`src/hw/video_scaler_regs.vh`:
```
// register map and field layout of the video scaler filter control
// assumes byte addresses on an 8-bit register port with 32-bit data
`ifndef VIDEO_SCALER_REGS_VH
`define VIDEO_SCALER_REGS_VH

// register byte offsets
`define HSCALE_CTRL_OFF 8'h20
`define VSCALE_CTRL_OFF 8'h28
`define SCALER_MODE_OFF 8'h40
`define SCALER_STAT_OFF 8'h44

// scale control fields
`define LUMA_EN_BIT 20
`define CHROMA_EN_BIT 19
`define INC_MSB 12
`define INC_LSB 0
`define SCALE_CTRL_MASK 32'h00181fff
`define SCALE_CTRL_RESET 32'h00000000

// mode register: set for rgb, clear for yuv
`define MODE_RGB_BIT 0
`define MODE_RESET 1'b0

// status register fields
`define STAT_LEVEL_MSB 3
`define STAT_FULL_BIT 4
`define STAT_HLUMA_BIT 8
`define STAT_HCHROMA_BIT 9
`define STAT_VLUMA_BIT 10
`define STAT_VCHROMA_BIT 11

// phase units: one source sample is 4096
`define PHASE_ONE 13'h1000
`define FRAC_BITS 12

// pixel stream
`define PIX_WIDTH 24
`define FIFO_DEPTH 8
`define FIFO_AW 3

`endif

```
`src/hw/video_scaler_filter_control.v`:
```
// video scaler filter control: double-buffered scale registers,
// horizontal interpolator on a pixel stream, vertical phase control.
// assumes one clock, synchronous inputs, pixels as {c2,c1,c0} bytes
// with c0 the luma (or red) component.
//
// Decided for this implementation: the address-and-strobe port.
`timescale 1ns/1ns
`include "video_scaler_regs.vh"
`default_nettype none

////////////////////////////////////////////////////////////////////////
// pixel fifo
module pixel_fifo #(
  parameter WIDTH = 24,
  parameter DEPTH = 8,
  parameter AW = 3
) (
  // clock and reset
  input wire i_clock,
  input wire i_rst_n,
  // fill side
  input wire i_flush,
  input wire i_in_valid,
  input wire [WIDTH-1:0] i_in_data,
  output wire o_in_ready,
  // drain side
  output wire o_out_valid,
  output wire [WIDTH-1:0] o_out_data,
  input wire i_out_ready,
  // occupancy
  output wire [AW:0] o_level
);
  reg [WIDTH-1:0] mem [0:DEPTH-1];
  reg [AW-1:0] wr_ptr_r;
  reg [AW-1:0] rd_ptr_r;
  reg [AW:0] count_r;
  wire push;
  wire pop;

  assign o_in_ready = (count_r != DEPTH[AW:0]);
  assign o_out_valid = (count_r != {(AW+1){1'b0}});
  assign o_out_data = mem[rd_ptr_r];
  assign o_level = count_r;
  assign push = i_in_valid && o_in_ready && !i_flush;
  assign pop = o_out_valid && i_out_ready && !i_flush;

  // storage has no reset; only the pointers and count need one
  always @(posedge i_clock) begin
    if (push) begin
      mem[wr_ptr_r] <= i_in_data;
    end
  end

  always @(posedge i_clock or negedge i_rst_n) begin
    if (!i_rst_n) begin
      wr_ptr_r <= {AW{1'b0}};
      rd_ptr_r <= {AW{1'b0}};
      count_r <= {(AW+1){1'b0}};
    end else if (i_flush) begin
      // flush wins over a push or pop in the same cycle
      wr_ptr_r <= {AW{1'b0}};
      rd_ptr_r <= {AW{1'b0}};
      count_r <= {(AW+1){1'b0}};
    end else begin
      if (push) begin
        wr_ptr_r <= wr_ptr_r + {{(AW-1){1'b0}}, 1'b1};
      end
      if (pop) begin
        rd_ptr_r <= rd_ptr_r + {{(AW-1){1'b0}}, 1'b1};
      end
      if (push && !pop) begin
        count_r <= count_r + {{AW{1'b0}}, 1'b1};
      end else if (pop && !push) begin
        count_r <= count_r - {{AW{1'b0}}, 1'b1};
      end
    end
  end
endmodule // pixel_fifo

////////////////////////////////////////////////////////////////////////
// How it works
// - bit 20 enables luma interpolation in yuv, all components in rgb.
// - bit 19 enables both chroma interpolators in yuv modes.
// - a cleared enable makes affected channels repeat source pixels.
// - horizontal increment bits 12:0 set the horizontal scale factor.
// - vertical increment bits 12:0 set the vertical scale factor.
// - scale register writes land in shadows; active copies load only during vsync.
// - both scale registers reset to all zeros.
module video_scaler_filter_control (
  // clock and reset
  input wire i_clock,
  input wire i_rst_n,
  // register port
  input wire [7:0] i_addr,
  input wire [31:0] i_wdata,
  input wire i_wr,
  input wire i_rd,
  output reg [31:0] o_rdata,
  // video timing
  input wire i_vsync,
  input wire i_hline_start,
  input wire i_vline_done,
  // source pixels
  input wire i_pix_valid,
  input wire [`PIX_WIDTH-1:0] i_pix_data,
  output wire o_pix_ready,
  // scaled pixels
  output reg o_out_valid,
  output reg [`PIX_WIDTH-1:0] o_out_data,
  input wire i_out_ready,
  // vertical filter control
  output reg [`FRAC_BITS-1:0] o_vphase,
  output reg o_vline_advance,
  output reg o_vert_luma_on,
  output reg o_vert_chroma_on
);
  localparam [2:0] ST_FILL = 3'h1;
  localparam [2:0] ST_EMIT = 3'h2;
  localparam [2:0] ST_ADV = 3'h4;

  reg [31:0] hshadow_r;
  reg [31:0] vshadow_r;
  reg [31:0] hactive_r;
  reg [31:0] vactive_r;
  reg rgb_mode_r;
  reg [2:0] state_r;
  reg [1:0] held_r;
  reg [`PIX_WIDTH-1:0] p0_r;
  reg [`PIX_WIDTH-1:0] p1_r;
  reg [`FRAC_BITS-1:0] hfrac_r;
  reg [`FRAC_BITS-1:0] vfrac_r;
  reg [31:0] rdata_nxt;

  wire fifo_valid;
  wire [`PIX_WIDTH-1:0] fifo_data;
  wire fifo_pop;
  wire [`FIFO_AW:0] fifo_level;
  wire slot_free;
  wire emit;
  wire [12:0] hinc;
  wire [12:0] vinc;
  wire [13:0] hsum;
  wire [13:0] vsum;
  wire [2:0] comp_en;
  wire [`PIX_WIDTH-1:0] interp;
  wire [31:0] status;

  ////////////////////////////////////////////////////////////////////
  // register port
  // scale register reads return the shadow copy, not the active one; status reads show the active enables
  // reserved bits
  always @* begin
    case (i_addr)
      `HSCALE_CTRL_OFF: rdata_nxt = hshadow_r & `SCALE_CTRL_MASK;
      `VSCALE_CTRL_OFF: rdata_nxt = vshadow_r & `SCALE_CTRL_MASK;
      `SCALER_MODE_OFF: rdata_nxt = {31'h0, rgb_mode_r};
      `SCALER_STAT_OFF: rdata_nxt = status;
      default: rdata_nxt = 32'h0;
    endcase
  end

  assign status = {20'h0, vactive_r[`CHROMA_EN_BIT], vactive_r[`LUMA_EN_BIT],
                   hactive_r[`CHROMA_EN_BIT], hactive_r[`LUMA_EN_BIT],
                   3'h0, !o_pix_ready, fifo_level};

  always @(posedge i_clock or negedge i_rst_n) begin
    if (!i_rst_n) begin
      hshadow_r <= `SCALE_CTRL_RESET;
      vshadow_r <= `SCALE_CTRL_RESET;
      hactive_r <= `SCALE_CTRL_RESET;
      vactive_r <= `SCALE_CTRL_RESET;
      rgb_mode_r <= `MODE_RESET;
      o_rdata <= 32'h0;
    end else begin
      o_rdata <= i_rd ? rdata_nxt : 32'h0;
      if (i_wr && i_addr == `HSCALE_CTRL_OFF) begin
        hshadow_r <= i_wdata & `SCALE_CTRL_MASK;
      end
      if (i_wr && i_addr == `VSCALE_CTRL_OFF) begin
        vshadow_r <= i_wdata & `SCALE_CTRL_MASK;
      end
      if (i_wr && i_addr == `SCALER_MODE_OFF) begin
        rgb_mode_r <= i_wdata[`MODE_RGB_BIT];
      end
      // a write in a vsync cycle misses that load; the active copy takes it at the next vsync
      // load at vsync
      if (i_vsync) begin
        hactive_r <= hshadow_r;
        vactive_r <= vshadow_r;
      end
    end
  end

  ////////////////////////////////////////////////////////////////////
  // channel enables
  // luma or all rgb
  assign comp_en[0] = hactive_r[`LUMA_EN_BIT];
  assign comp_en[1] = rgb_mode_r ? hactive_r[`LUMA_EN_BIT] : hactive_r[`CHROMA_EN_BIT];
  assign comp_en[2] = comp_en[1];

  ////////////////////////////////////////////////////////////////////
  // source buffer
  pixel_fifo #(
    .WIDTH(`PIX_WIDTH),
    .DEPTH(`FIFO_DEPTH),
    .AW(`FIFO_AW)
  ) u_fifo (
    .i_clock(i_clock),
    .i_rst_n(i_rst_n),
    .i_flush(1'b0),
    .i_in_valid(i_pix_valid),
    .i_in_data(i_pix_data),
    .o_in_ready(o_pix_ready),
    .o_out_valid(fifo_valid),
    .o_out_data(fifo_data),
    .i_out_ready(fifo_pop),
    .o_level(fifo_level)
  );

  ////////////////////////////////////////////////////////////////////
  // horizontal interpolator
  // a is the older source pixel, b the newer one
  // weights sum to 4096, so the blend never carries past bit 19
  // replicate when disabled
  genvar c;
  generate
    for (c = 0; c < 3; c = c + 1) begin : g_comp
      wire [7:0] a = p0_r[8*c+7:8*c];
      wire [7:0] b = p1_r[8*c+7:8*c];
      wire [20:0] wa = a * (`PHASE_ONE - {1'b0, hfrac_r});
      wire [20:0] wb = b * {1'b0, hfrac_r};
      wire [21:0] mix = {1'b0, wa} + {1'b0, wb};
      assign interp[8*c+7:8*c] = comp_en[c] ? mix[19:12] : a;
    end
  endgenerate

  assign hinc = hactive_r[`INC_MSB:`INC_LSB];
  // an increment above 4096 still steps one source pixel only
  // phase accumulate
  assign hsum = {2'b0, hfrac_r} + {1'b0, hinc};
  // line start blocks emits and pops so the restart is clean
  assign slot_free = !o_out_valid || i_out_ready;
  assign emit = (state_r == ST_EMIT) && slot_free && !i_hline_start;
  assign fifo_pop = fifo_valid && !i_hline_start
                    && (state_r == ST_FILL || state_r == ST_ADV);

  always @(posedge i_clock or negedge i_rst_n) begin
    if (!i_rst_n) begin
      state_r <= ST_FILL;
      held_r <= 2'h0;
      p0_r <= {`PIX_WIDTH{1'b0}};
      p1_r <= {`PIX_WIDTH{1'b0}};
      hfrac_r <= {`FRAC_BITS{1'b0}};
      o_out_valid <= 1'b0;
      o_out_data <= {`PIX_WIDTH{1'b0}};
    end else begin
      if (slot_free) begin
        o_out_valid <= 1'b0;
      end
      if (i_hline_start) begin
        state_r <= ST_FILL;
        held_r <= 2'h0;
        hfrac_r <= {`FRAC_BITS{1'b0}};
      end else begin
        case (state_r)
          ST_FILL: begin
            if (fifo_pop) begin
              p0_r <= p1_r;
              p1_r <= fifo_data;
              held_r <= held_r + 2'h1;
              if (held_r == 2'h1) begin
                state_r <= ST_EMIT;
              end
            end
          end
          ST_EMIT: begin
            if (emit) begin
              o_out_valid <= 1'b1;
              o_out_data <= interp;
              hfrac_r <= hsum[`FRAC_BITS-1:0];
              if (hsum[13:12] != 2'h0) begin
                state_r <= ST_ADV;
              end
            end
          end
          ST_ADV: begin
            // waits here until the next source pixel arrives
            if (fifo_pop) begin
              p0_r <= p1_r;
              p1_r <= fifo_data;
              state_r <= ST_EMIT;
            end
          end
          default: begin
            state_r <= ST_FILL;
          end
        endcase
      end
    end
  end

  ////////////////////////////////////////////////////////////////////
  // vertical phase control
  // vertical increment
  assign vinc = vactive_r[`INC_MSB:`INC_LSB];
  assign vsum = {2'b0, vfrac_r} + {1'b0, vinc};

  always @(posedge i_clock or negedge i_rst_n) begin
    if (!i_rst_n) begin
      vfrac_r <= {`FRAC_BITS{1'b0}};
      o_vphase <= {`FRAC_BITS{1'b0}};
      o_vline_advance <= 1'b0;
      o_vert_luma_on <= 1'b0;
      o_vert_chroma_on <= 1'b0;
    end else begin
      // enables lag the active copy by one cycle
      // vertical luma
      o_vert_luma_on <= vactive_r[`LUMA_EN_BIT];
      o_vert_chroma_on <= rgb_mode_r ? vactive_r[`LUMA_EN_BIT]
                                     : vactive_r[`CHROMA_EN_BIT];
      o_vline_advance <= 1'b0;
      // vsync wins over a line done in the same cycle
      if (i_vsync) begin
        vfrac_r <= {`FRAC_BITS{1'b0}};
        o_vphase <= {`FRAC_BITS{1'b0}};
      end else if (i_vline_done) begin
        vfrac_r <= vsum[`FRAC_BITS-1:0];
        o_vphase <= vsum[`FRAC_BITS-1:0];
        o_vline_advance <= (vsum[13:12] != 2'h0);
      end
    end
  end
endmodule // video_scaler_filter_control

`default_nettype wire

```
`config.mk`:
```
export PLATFORM = sky130hd
export DESIGN_NAME = video_scaler_filter_control
export DESIGN_NICKNAME = d
export VERILOG_FILES = /design/src/hw/video_scaler_filter_control.v
export VERILOG_INCLUDE_DIRS = /design/src /design/src/hw
export SDC_FILE = /design/constraint.sdc
export NUM_CORES = 2
export LEC_CHECK = 0
export ABC_AREA = 0
export BUFFER_PORTS_ARGS = -buffer_cell sky130_fd_sc_hd__buf_2
export CORE_MARGIN = 2
export CORE_UTILIZATION = 28
export CTS_BUF_LIST = sky130_fd_sc_hd__clkbuf_2
export CTS_CLUSTER_SIZE = 10
export DETAILED_ROUTE_END_ITERATION = 8
export SLEW_MARGIN = 20
export SYNTH_ARGS = -nofsm -noshare
export SYNTH_HDL_FRONTEND = slang
export SYNTH_HIERARCHICAL = 1
export SYNTH_SLANG_ARGS = --single-unit
```
`constraint.sdc`:
```
create_clock -name i_clock -period 8.1 [get_ports i_clock]
set_input_delay 1.215 -clock i_clock [delete_from_list [all_inputs] [get_ports i_clock]]
set_output_delay 1.215 -clock i_clock [all_outputs]
set_load 0.02 [all_outputs]
```
# Word level (Yosys, flattened, before mapping)
# Memory sizes are Yosys's and may differ from the RTL's. A register that Yosys moved wholly into a read port is not among the register bits.
# Cells that the tools add are included.
[op_classes] n_eq_ne=14 mul=6 addsub=11 n_reduce_logical=34 mux=32 bitwise_logic=1
[ops] cell="one-hot mux 21 bit (4 select lines)" count=1
[ops] cell="adder 20 bit" count=3
[ops] cell="multiplier 8 x 12 -> 20 bit" count=3
[ops] cell="two-way mux 12 bit" count=5
[ops] cell="multiplier 8 x 21 -> 20 bit" count=2
[ops] cell="two-way mux 32 bit" count=1
[ops] cell="adder 12 x 13 -> 14 bit" count=2
[ops] cell="two-way mux 8 bit" count=3
[ops] cell="multiplier 9 x 14 -> 20 bit" count=1
[ops] cell="two-way mux 3 bit" count=6
[ops] cell="equality test 8 x 6 -> 1 bit (second input constant)" count=2
[ops] cell="equality test 8 x 7 -> 1 bit (second input constant)" count=2
[ops] cell="nonzero test 2 bit" count=8
[ops] cell="subtractor 13 x 12 -> 14 bit (first input constant)" count=1
[ops] cell="!= test 3 x 2 -> 1 bit (second input constant)" count=4
[ops] cell="logical AND 1 bit" count=11
[ops] cell="two-way mux 1 bit" count=10
[ops] cell="one-hot mux 3 bit (3 select lines)" count=1
[ops] cell="two-way mux 4 bit" count=2
[ops] cell="adder 3 x 1 -> 3 bit (second input constant)" count=2
[ops] cell="zero test 1 bit" count=6
[ops] cell="two-way mux 2 bit" count=3
[ops] cell="AND reduction 3 bit" count=2
[ops] cell="AND reduction 5 bit" count=1
[ops] cell="14 further kinds" count=16
[word_totals] mem_count=1 ramBits=192 elab_cells=118 register_bits=184 out_inout_bits=73 inputBits=73
[mem_list] name="u_fifo.mem" depth=8 word_bits=24 rd=1 rd_clocked_by_memory_dff=1 wr=1 line_no="video_scaler_filter_control.v:33" rtl="reg [WIDTH-1:0] mem [0:DEPTH-1];"

# Depth between registers and ports, before layout
[logic_depth] ltp_word=7 mapped_depth=29 mapped_depth_nobuf=26

# By module
# Netlist, hierarchy kept.
[by_module_without_submodules] module="video_scaler_filter_control" n_inst=1 cells_per_inst=2939 area_per_inst_um2=27174.8 seq_area_each_um2=4530.6
[by_module_without_submodules] module="pixel_fifo" n_inst=1 cells_per_inst=360 area_per_inst_um2=7976.4 seq_area_each_um2=6015.8

# Worst setup path after synthesis
# No wires, ideal clock.
[synth_timing] path_type="reg2reg" from="register hfrac_r[0]" to="register o_out_data[15]" synth_period_minus_slack_ns=7.415 stages_incl_launch_ff=29 n_path_buf=3 setup_ns=0.064 t_required_ns=8.036 setup_slack_ns=0.685 arrival_time_ns=7.351 cell_sequence="dfrtp_1 > buf_2 > clkbuf_1 > inv_1 > ha_1 > nand2b_4 > or4_4 > nor3_1 > xnor2_1 > clkbuf_1 > nand2_1 > fa_1 > fa_1 > inv_1 > fa_1 > fa_1 > fa_1 > inv_1 > fa_1 > inv_1 > ha_1 > a41oi_1 > o21ai_1 > nor2b_1 > a21o_1 > o311a_1 > or3_1 > a311oi_1 > a21o_1"
[synth_via] elab_chain_cells=4 word_cells_on_any_way=5 cone_classes="2 x add/sub; 2 x mul; 1 x mux"
[synth_lines] item="start: declaration" line_no="video_scaler_filter_control.v:130" rtl="reg [`FRAC_BITS-1:0] hfrac_r;"
[synth_lines] item="start signal: assignment" line_no="video_scaler_filter_control.v:253" rtl="hfrac_r <= {`FRAC_BITS{1'b0}};"
[synth_lines] item="start signal: assignment" line_no="video_scaler_filter_control.v:263" rtl="hfrac_r <= {`FRAC_BITS{1'b0}};"
[synth_lines] item="start signal: assignment" line_no="video_scaler_filter_control.v:280" rtl="hfrac_r <= hsum[`FRAC_BITS-1:0];"
[synth_lines] item="subtractor 13 x 12 -> 14 bit (no source line)"
[synth_lines] item="multiplier 8 x 21 -> 20 bit" line_no="video_scaler_filter_control.v:230" rtl="wire [20:0] wa = a * (`PHASE_ONE - {1'b0, hfrac_r});"
[synth_lines] item="adder 20 bit *" line_no="video_scaler_filter_control.v:232" rtl="wire [21:0] mix = {1'b0, wa} + {1'b0, wb};"
[synth_lines] item="two-way mux 8 bit *" line_no="video_scaler_filter_control.v:233" rtl="assign interp[8*c+7:8*c] = comp_en[c] ? mix[19:12] : a;"
[synth_lines] item="end signal: assignment" line_no="video_scaler_filter_control.v:255" rtl="o_out_data <= {`PIX_WIDTH{1'b0}};"
[synth_lines] item="end signal: assignment" line_no="video_scaler_filter_control.v:279" rtl="o_out_data <= interp;"
[synth_lines] item="end: declaration" line_no="video_scaler_filter_control.v:109" rtl="output reg [`PIX_WIDTH-1:0] o_out_data,"
# Mark *: on every way between the ends. The rest lies on a longest branch, timed or not.
# A chain may end at the register's enable or synchronous reset.

# Final worst setup path
[layout_timing] from="register hfrac_r[1]" to="register o_out_data[7]"
# Same word-level chain as after synthesis.

==> Implementation_results.wiki <==
{| class="wikitable"
! Metric !! Value
|-
| Outcome || completed
|-
| Average detailed-routed wire length per instance || 16.52 um
|-
| Clock slew at reported path FFs || 0.10 ns
|-
| Max_cap viols || 0
|-
| Largest buffer count on any clock path || 3
|-
| Floorplan core area || 0.1241 mm^2
|-
| Filler-free cell count of the finished design || 5126
|-
| Fraction of registers with async set/reset || about half
|-
| Fraction of power spent switching nets || about 44%
|-
| Final weighted congestion of routability-driven global placement || between 0.8 and 0.9
|-
| Combinational family with the most area after synthesis || adder cells
|-
| Placed instance count || between 4k and 5k
|-
| Aggregate routed wire length || between 80 and 90 mm
|-
| Crit path arrival time || ~8.6 ns
|-
| Cell variety after synth || 78
|-
| Clk pwr share || approximately a fifth
|-
| Fraction of synthesized cell area in xor and xnor cells || between 1.5 and 2%
|-
| Number of nets with antenna violations after routing || 0
|-
| Max Transition Viols Final || 0
|-
| Number of buffer cells added on primary ports || 111
|-
| Number of flops mapped to enable cells by yosys || ~190
|-
| Share of the clock period used by the worst path after layout || between 90% and 100%
|-
| Clock skew || approximately 0.19 ns
|-
| Portion of synthesized cell area occupied by the leading cell type || between 20 and 30%
|-
| Cell taking the most area after synthesis || sky130_fd_sc_hd__fa_1
|-
| List of most frequent post-synthesis cells || sky130_fd_sc_hd__inv_1, sky130_fd_sc_hd__fa_1, sky130_fd_sc_hd__nand2_1
|-
| Inserted Clock Buffers || between 90 and 100
|-
| Post-synthesis simple-gate area fraction || between 10 and 15%
|-
| HPWL after DPL || about 63 mm
|-
| Effective utilization at floorplan || between 20% and 30%
|-
| Number of instances in the synthesized netlist || ~3.3k
|-
| Vias per std cell || about 4.5
|-
| Prevailing post-synth register cell || sky130_fd_sc_hd__edfxtp_1
|-
| Sequential fraction of design power || between 40% and 50%
|-
| Worst hold-check path type || in2reg
|-
| NetSw || roughly 3000 uW
|-
| Synth-to-layout area growth || 9.863%
|-
| FILL cells || 12.73k
|-
| Transition time of the tightest slew-check pin || 1.156 ns
|-
| Yosys warnings || 6
|-
| Overall power after layout || around 6900 uW
|-
| Count of final hold-check violations || 0
|-
| Flops & latches, synth || between 300 and 400
|-
| Largest net degree at the start of global routing || approximately 150
|-
| Final setup fails || 0
|-
| Total overflow reported by the global router || 0
|-
| Ratio of cells with drive above 1 in the final layout || between 10% and 20%
|-
| Time the final worst path needs with I/O delays and setup || between 7 and 8 ns
|-
| Most common cell in the synthesized netlist || sky130_fd_sc_hd__inv_1
|-
| Maximum net fanout on the critical path || 13
|-
| Total power density per cell area || around 180 mW/mm^2
|-
| Layout Nets || 4187
|-
| Power share of the combinational group || 37.2%
|-
| First-pass GRT wire length || around 140 mm
|-
| Root Buffer || sky130_fd_sc_hd__clkbuf_2
|-
| Global-route total usage across every layer || a little over an eighth
|-
| Die Ht || roughly 360 um
|-
| Max-Slew Margin vs Limit || 22.59%
|-
| Cell area after layout || 0.03862 mm^2
|-
| Average cell area after synthesis || between 10 and 15 um^2
|-
| Placed standard-cell area || about 0.038 mm^2
|-
| Critical path class || reg2reg
|-
| Met1 global-route usage || a little under a fifth
|-
| Total Neg Setup Slack || 0 ns
|-
| Data required time at the worst endpoint || slightly above 9 ns
|-
| Highest ir drop seen on vdd || 0.1136 mV
|-
| Compound-cell area share of the yosys netlist || 3.798%
|-
| Number of antenna violations at the first check in global routing || 14
|-
| Number of remaining DRC errors || 0
|-
| GR Util met3 || 2.716%
|-
| Met2 usage || roughly 22%
|-
| Proportion of synthesized chip area in sequential cells || between 30% and 40%
|-
| Kind of launch point of the worst setup path || flip-flop
|-
| Floorplan die width || between 300 and 400 um
|-
| Floorplan die area || roughly 0.13 mm^2
|-
| Proportion of synthesized area in mux cells || under 10%
|-
| Share of synthesized cell area in full adder, half adder and majority cells || roughly a third
|-
| Worst Hold Margin || roughly 0.3 ns
|-
| Initial drt markers || between 1k and 1.5k
|-
| Skew-Pair Late Insertion Delay || 1.22 ns
|-
| Sequential cell area || about 0.011 mm^2
|-
| Area taken by multi-input logic gates || 0.02172 mm^2
|-
| Depth of the CTS H-tree || 3
|-
| RSZ-0062 raised after global routing || no
|-
| Top-level I/O count || between 100 and 150
|-
| Number of global-route vias before repair || 24.31k
|-
| Kind of capture point of the worst setup path || flip-flop
|-
| Layer with the highest usage after global routing || met2
|-
| Leak Pwr || around 0.018 uW
|-
| Internal power summed over all cells || approximately 3800 uW
|-
| FP Rows || 129
|-
| Number of resized instances in the post-cts repair step || 0
|-
| Number of vias in the routed layout || ~23k
|-
| TritonCTS clock tree || yes
|-
| Detailed Routing Iterations Pass 1 || 5
|-
| Sink Count || between 300 and 400
|-
| Cell area after synthesis || 0.03515 mm^2
|-
| Top post-synthesis cells by area || sky130_fd_sc_hd__fa_1, sky130_fd_sc_hd__edfxtp_1, sky130_fd_sc_hd__dfrtp_1, sky130_fd_sc_hd__ha_1, sky130_fd_sc_hd__inv_1
|-
| Maximum operating frequency || approximately 130 MHz
|}
-- path summary, 6_finish.rpt --
kind                                 from                 to  slack, ns  depth (start not counted)
max in group asynchronous         i_rst_n         o_rdata[7]       6.22                          3
min in group asynchronous         i_rst_n            p0_r[8]       0.49                          2
max                            hfrac_r[1]      o_out_data[7]       0.49                         26
max reg2reg                    hfrac_r[1]      o_out_data[7]       0.49                         26
min reg2reg                 o_out_data[1]      o_out_data[1]       0.48                          2
min                        i_pix_data[14]  u_fifo/mem[5][14]       0.30                          1
-- placed cells by master, fill, tap and decap left out, drive strengths merged, types with 5 or more instances in the layout --
master | synthesis | layout
a211oi | 9 | 9
fa | 471 | 471
buf | 43 | 174
nand3 | 19 | 19
dfrtp | 190 | 190
nand2 | 445 | 445
o21ai | 38 | 38
xor2 | 17 | 17
mux2 | 90 | 90
nand4 | 6 | 6
xnor2 | 53 | 53
inv | 615 | 619
a22oi | 10 | 10
nor2b | 12 | 12
conb | 1 | 21
and3 | 8 | 8
nor3 | 22 | 22
a31oi | 6 | 6
edfxtp | 192 | 192
nand2b | 15 | 15
ha | 230 | 230
nor3b | 6 | 6
diode | 0 | 5
clkbuf | 134 | 131
o31ai | 5 | 5
or3 | 16 | 16
mux2i | 15 | 15
a21oi | 67 | 67
a222oi | 8 | 8
a21o | 21 | 21
nor2 | 73 | 73
mux4 | 48 | 48
clkinv | 0 | 29
and2 | 358 | 358
-- layout make-up --
type                       instances  share of cell area, %
multi-input combinational       2144                  56.25
sequential                       383                  27.32
inverter                         615                  5.978
tap                             1637                  5.304
timing repair buffer             175                  2.799
clock buffer                     131                  1.698
clock inverter                    36                 0.6156
antenna                            5                0.03240
-- cell families after synthesis --
kind of cell,Yosys count
AND/OR/NAND/NOR,997
buffers and inverters,792
adder cells (fa/ha/maj),701
flip-flops,383
AO/OA/AOI/OAI,202
multiplexers,153
XOR/XNOR,70
other,1
-- power groups by stage --
stage	registers, uW	clock network, uW	logic [uW]
after floorplan	2510	0	2080
after global placement	3030	0	2500
after detailed placement	3040	0	2540
after CTS	3000	1420	2550
after global routing	3020	1510	2950
final	2960	1350	2560
-- flip-flops by register name (all words and copies together), names as in the netlist, 15 cells and up --
register	cells
hactive_r	15
hshadow_r	15
o_out_data	24
o_rdata	15
p0_r	24
p1_r	24
u_fifo/mem	192
vactive_r	15
vshadow_r	15
-- layer usage --
| metal | up-vias | wire length (um) | share of wire (%) |
|---|---|---|---|
| met3 | 98 | 4820 | 5.7 |
| met1 | 11690 | 37550 | 44 |
| met4 | 14 | 1478 | 1.7 |
| li1 | 10570 | - | - |
| met2 | 503 | 40740 | 48 |
| met5 | - | 76 | 0.090 |
-- worst max-delay path: stages (launching register included) --
cell                       delay (ns)
sky130_fd_sc_hd__dfrtp_1         0.49
sky130_fd_sc_hd__inv_1           0.09
sky130_fd_sc_hd__ha_1            0.25
sky130_fd_sc_hd__nand2b_4        0.07
sky130_fd_sc_hd__or4_4           0.47
sky130_fd_sc_hd__nor3_1          0.28
sky130_fd_sc_hd__xnor2_2         0.40
sky130_fd_sc_hd__buf_4           0.33
sky130_fd_sc_hd__nand2_1         0.11
sky130_fd_sc_hd__fa_1            0.54
sky130_fd_sc_hd__fa_1            0.51
sky130_fd_sc_hd__fa_1            0.52
sky130_fd_sc_hd__inv_1           0.06
sky130_fd_sc_hd__fa_1            0.49
sky130_fd_sc_hd__fa_1            0.50
sky130_fd_sc_hd__inv_1           0.05
sky130_fd_sc_hd__fa_1            0.48
sky130_fd_sc_hd__inv_1           0.04
sky130_fd_sc_hd__ha_1            0.25
sky130_fd_sc_hd__o21ai_0         0.07
sky130_fd_sc_hd__nand2b_1        0.16
sky130_fd_sc_hd__nand4_1         0.14
sky130_fd_sc_hd__o211a_1         0.29
sky130_fd_sc_hd__o311ai_1        0.48
sky130_fd_sc_hd__xnor2_1         0.17
sky130_fd_sc_hd__a21oi_1         0.09
sky130_fd_sc_hd__a21o_1          0.21
-- stage by stage --
step	util, %	setup WS, ns
floorplan	-	0.6852
global placement	30.35	0.5175
detailed placement	30.35	0.4488
CTS	31.08	0.4805
global route	31.11	0.2208
finish	31.11	0.4869
-- what timing repair did --
| action | in CTS | in global routing |
|---|---|---|
| endpoints found under the setup margin | 0 | 0 |
| hold buffers | 1 | 0 |
| endpoints found under the hold margin | 39 | 0 |
| setup buffers | 0 | 0 |
(Power assumes the default switching activity.)
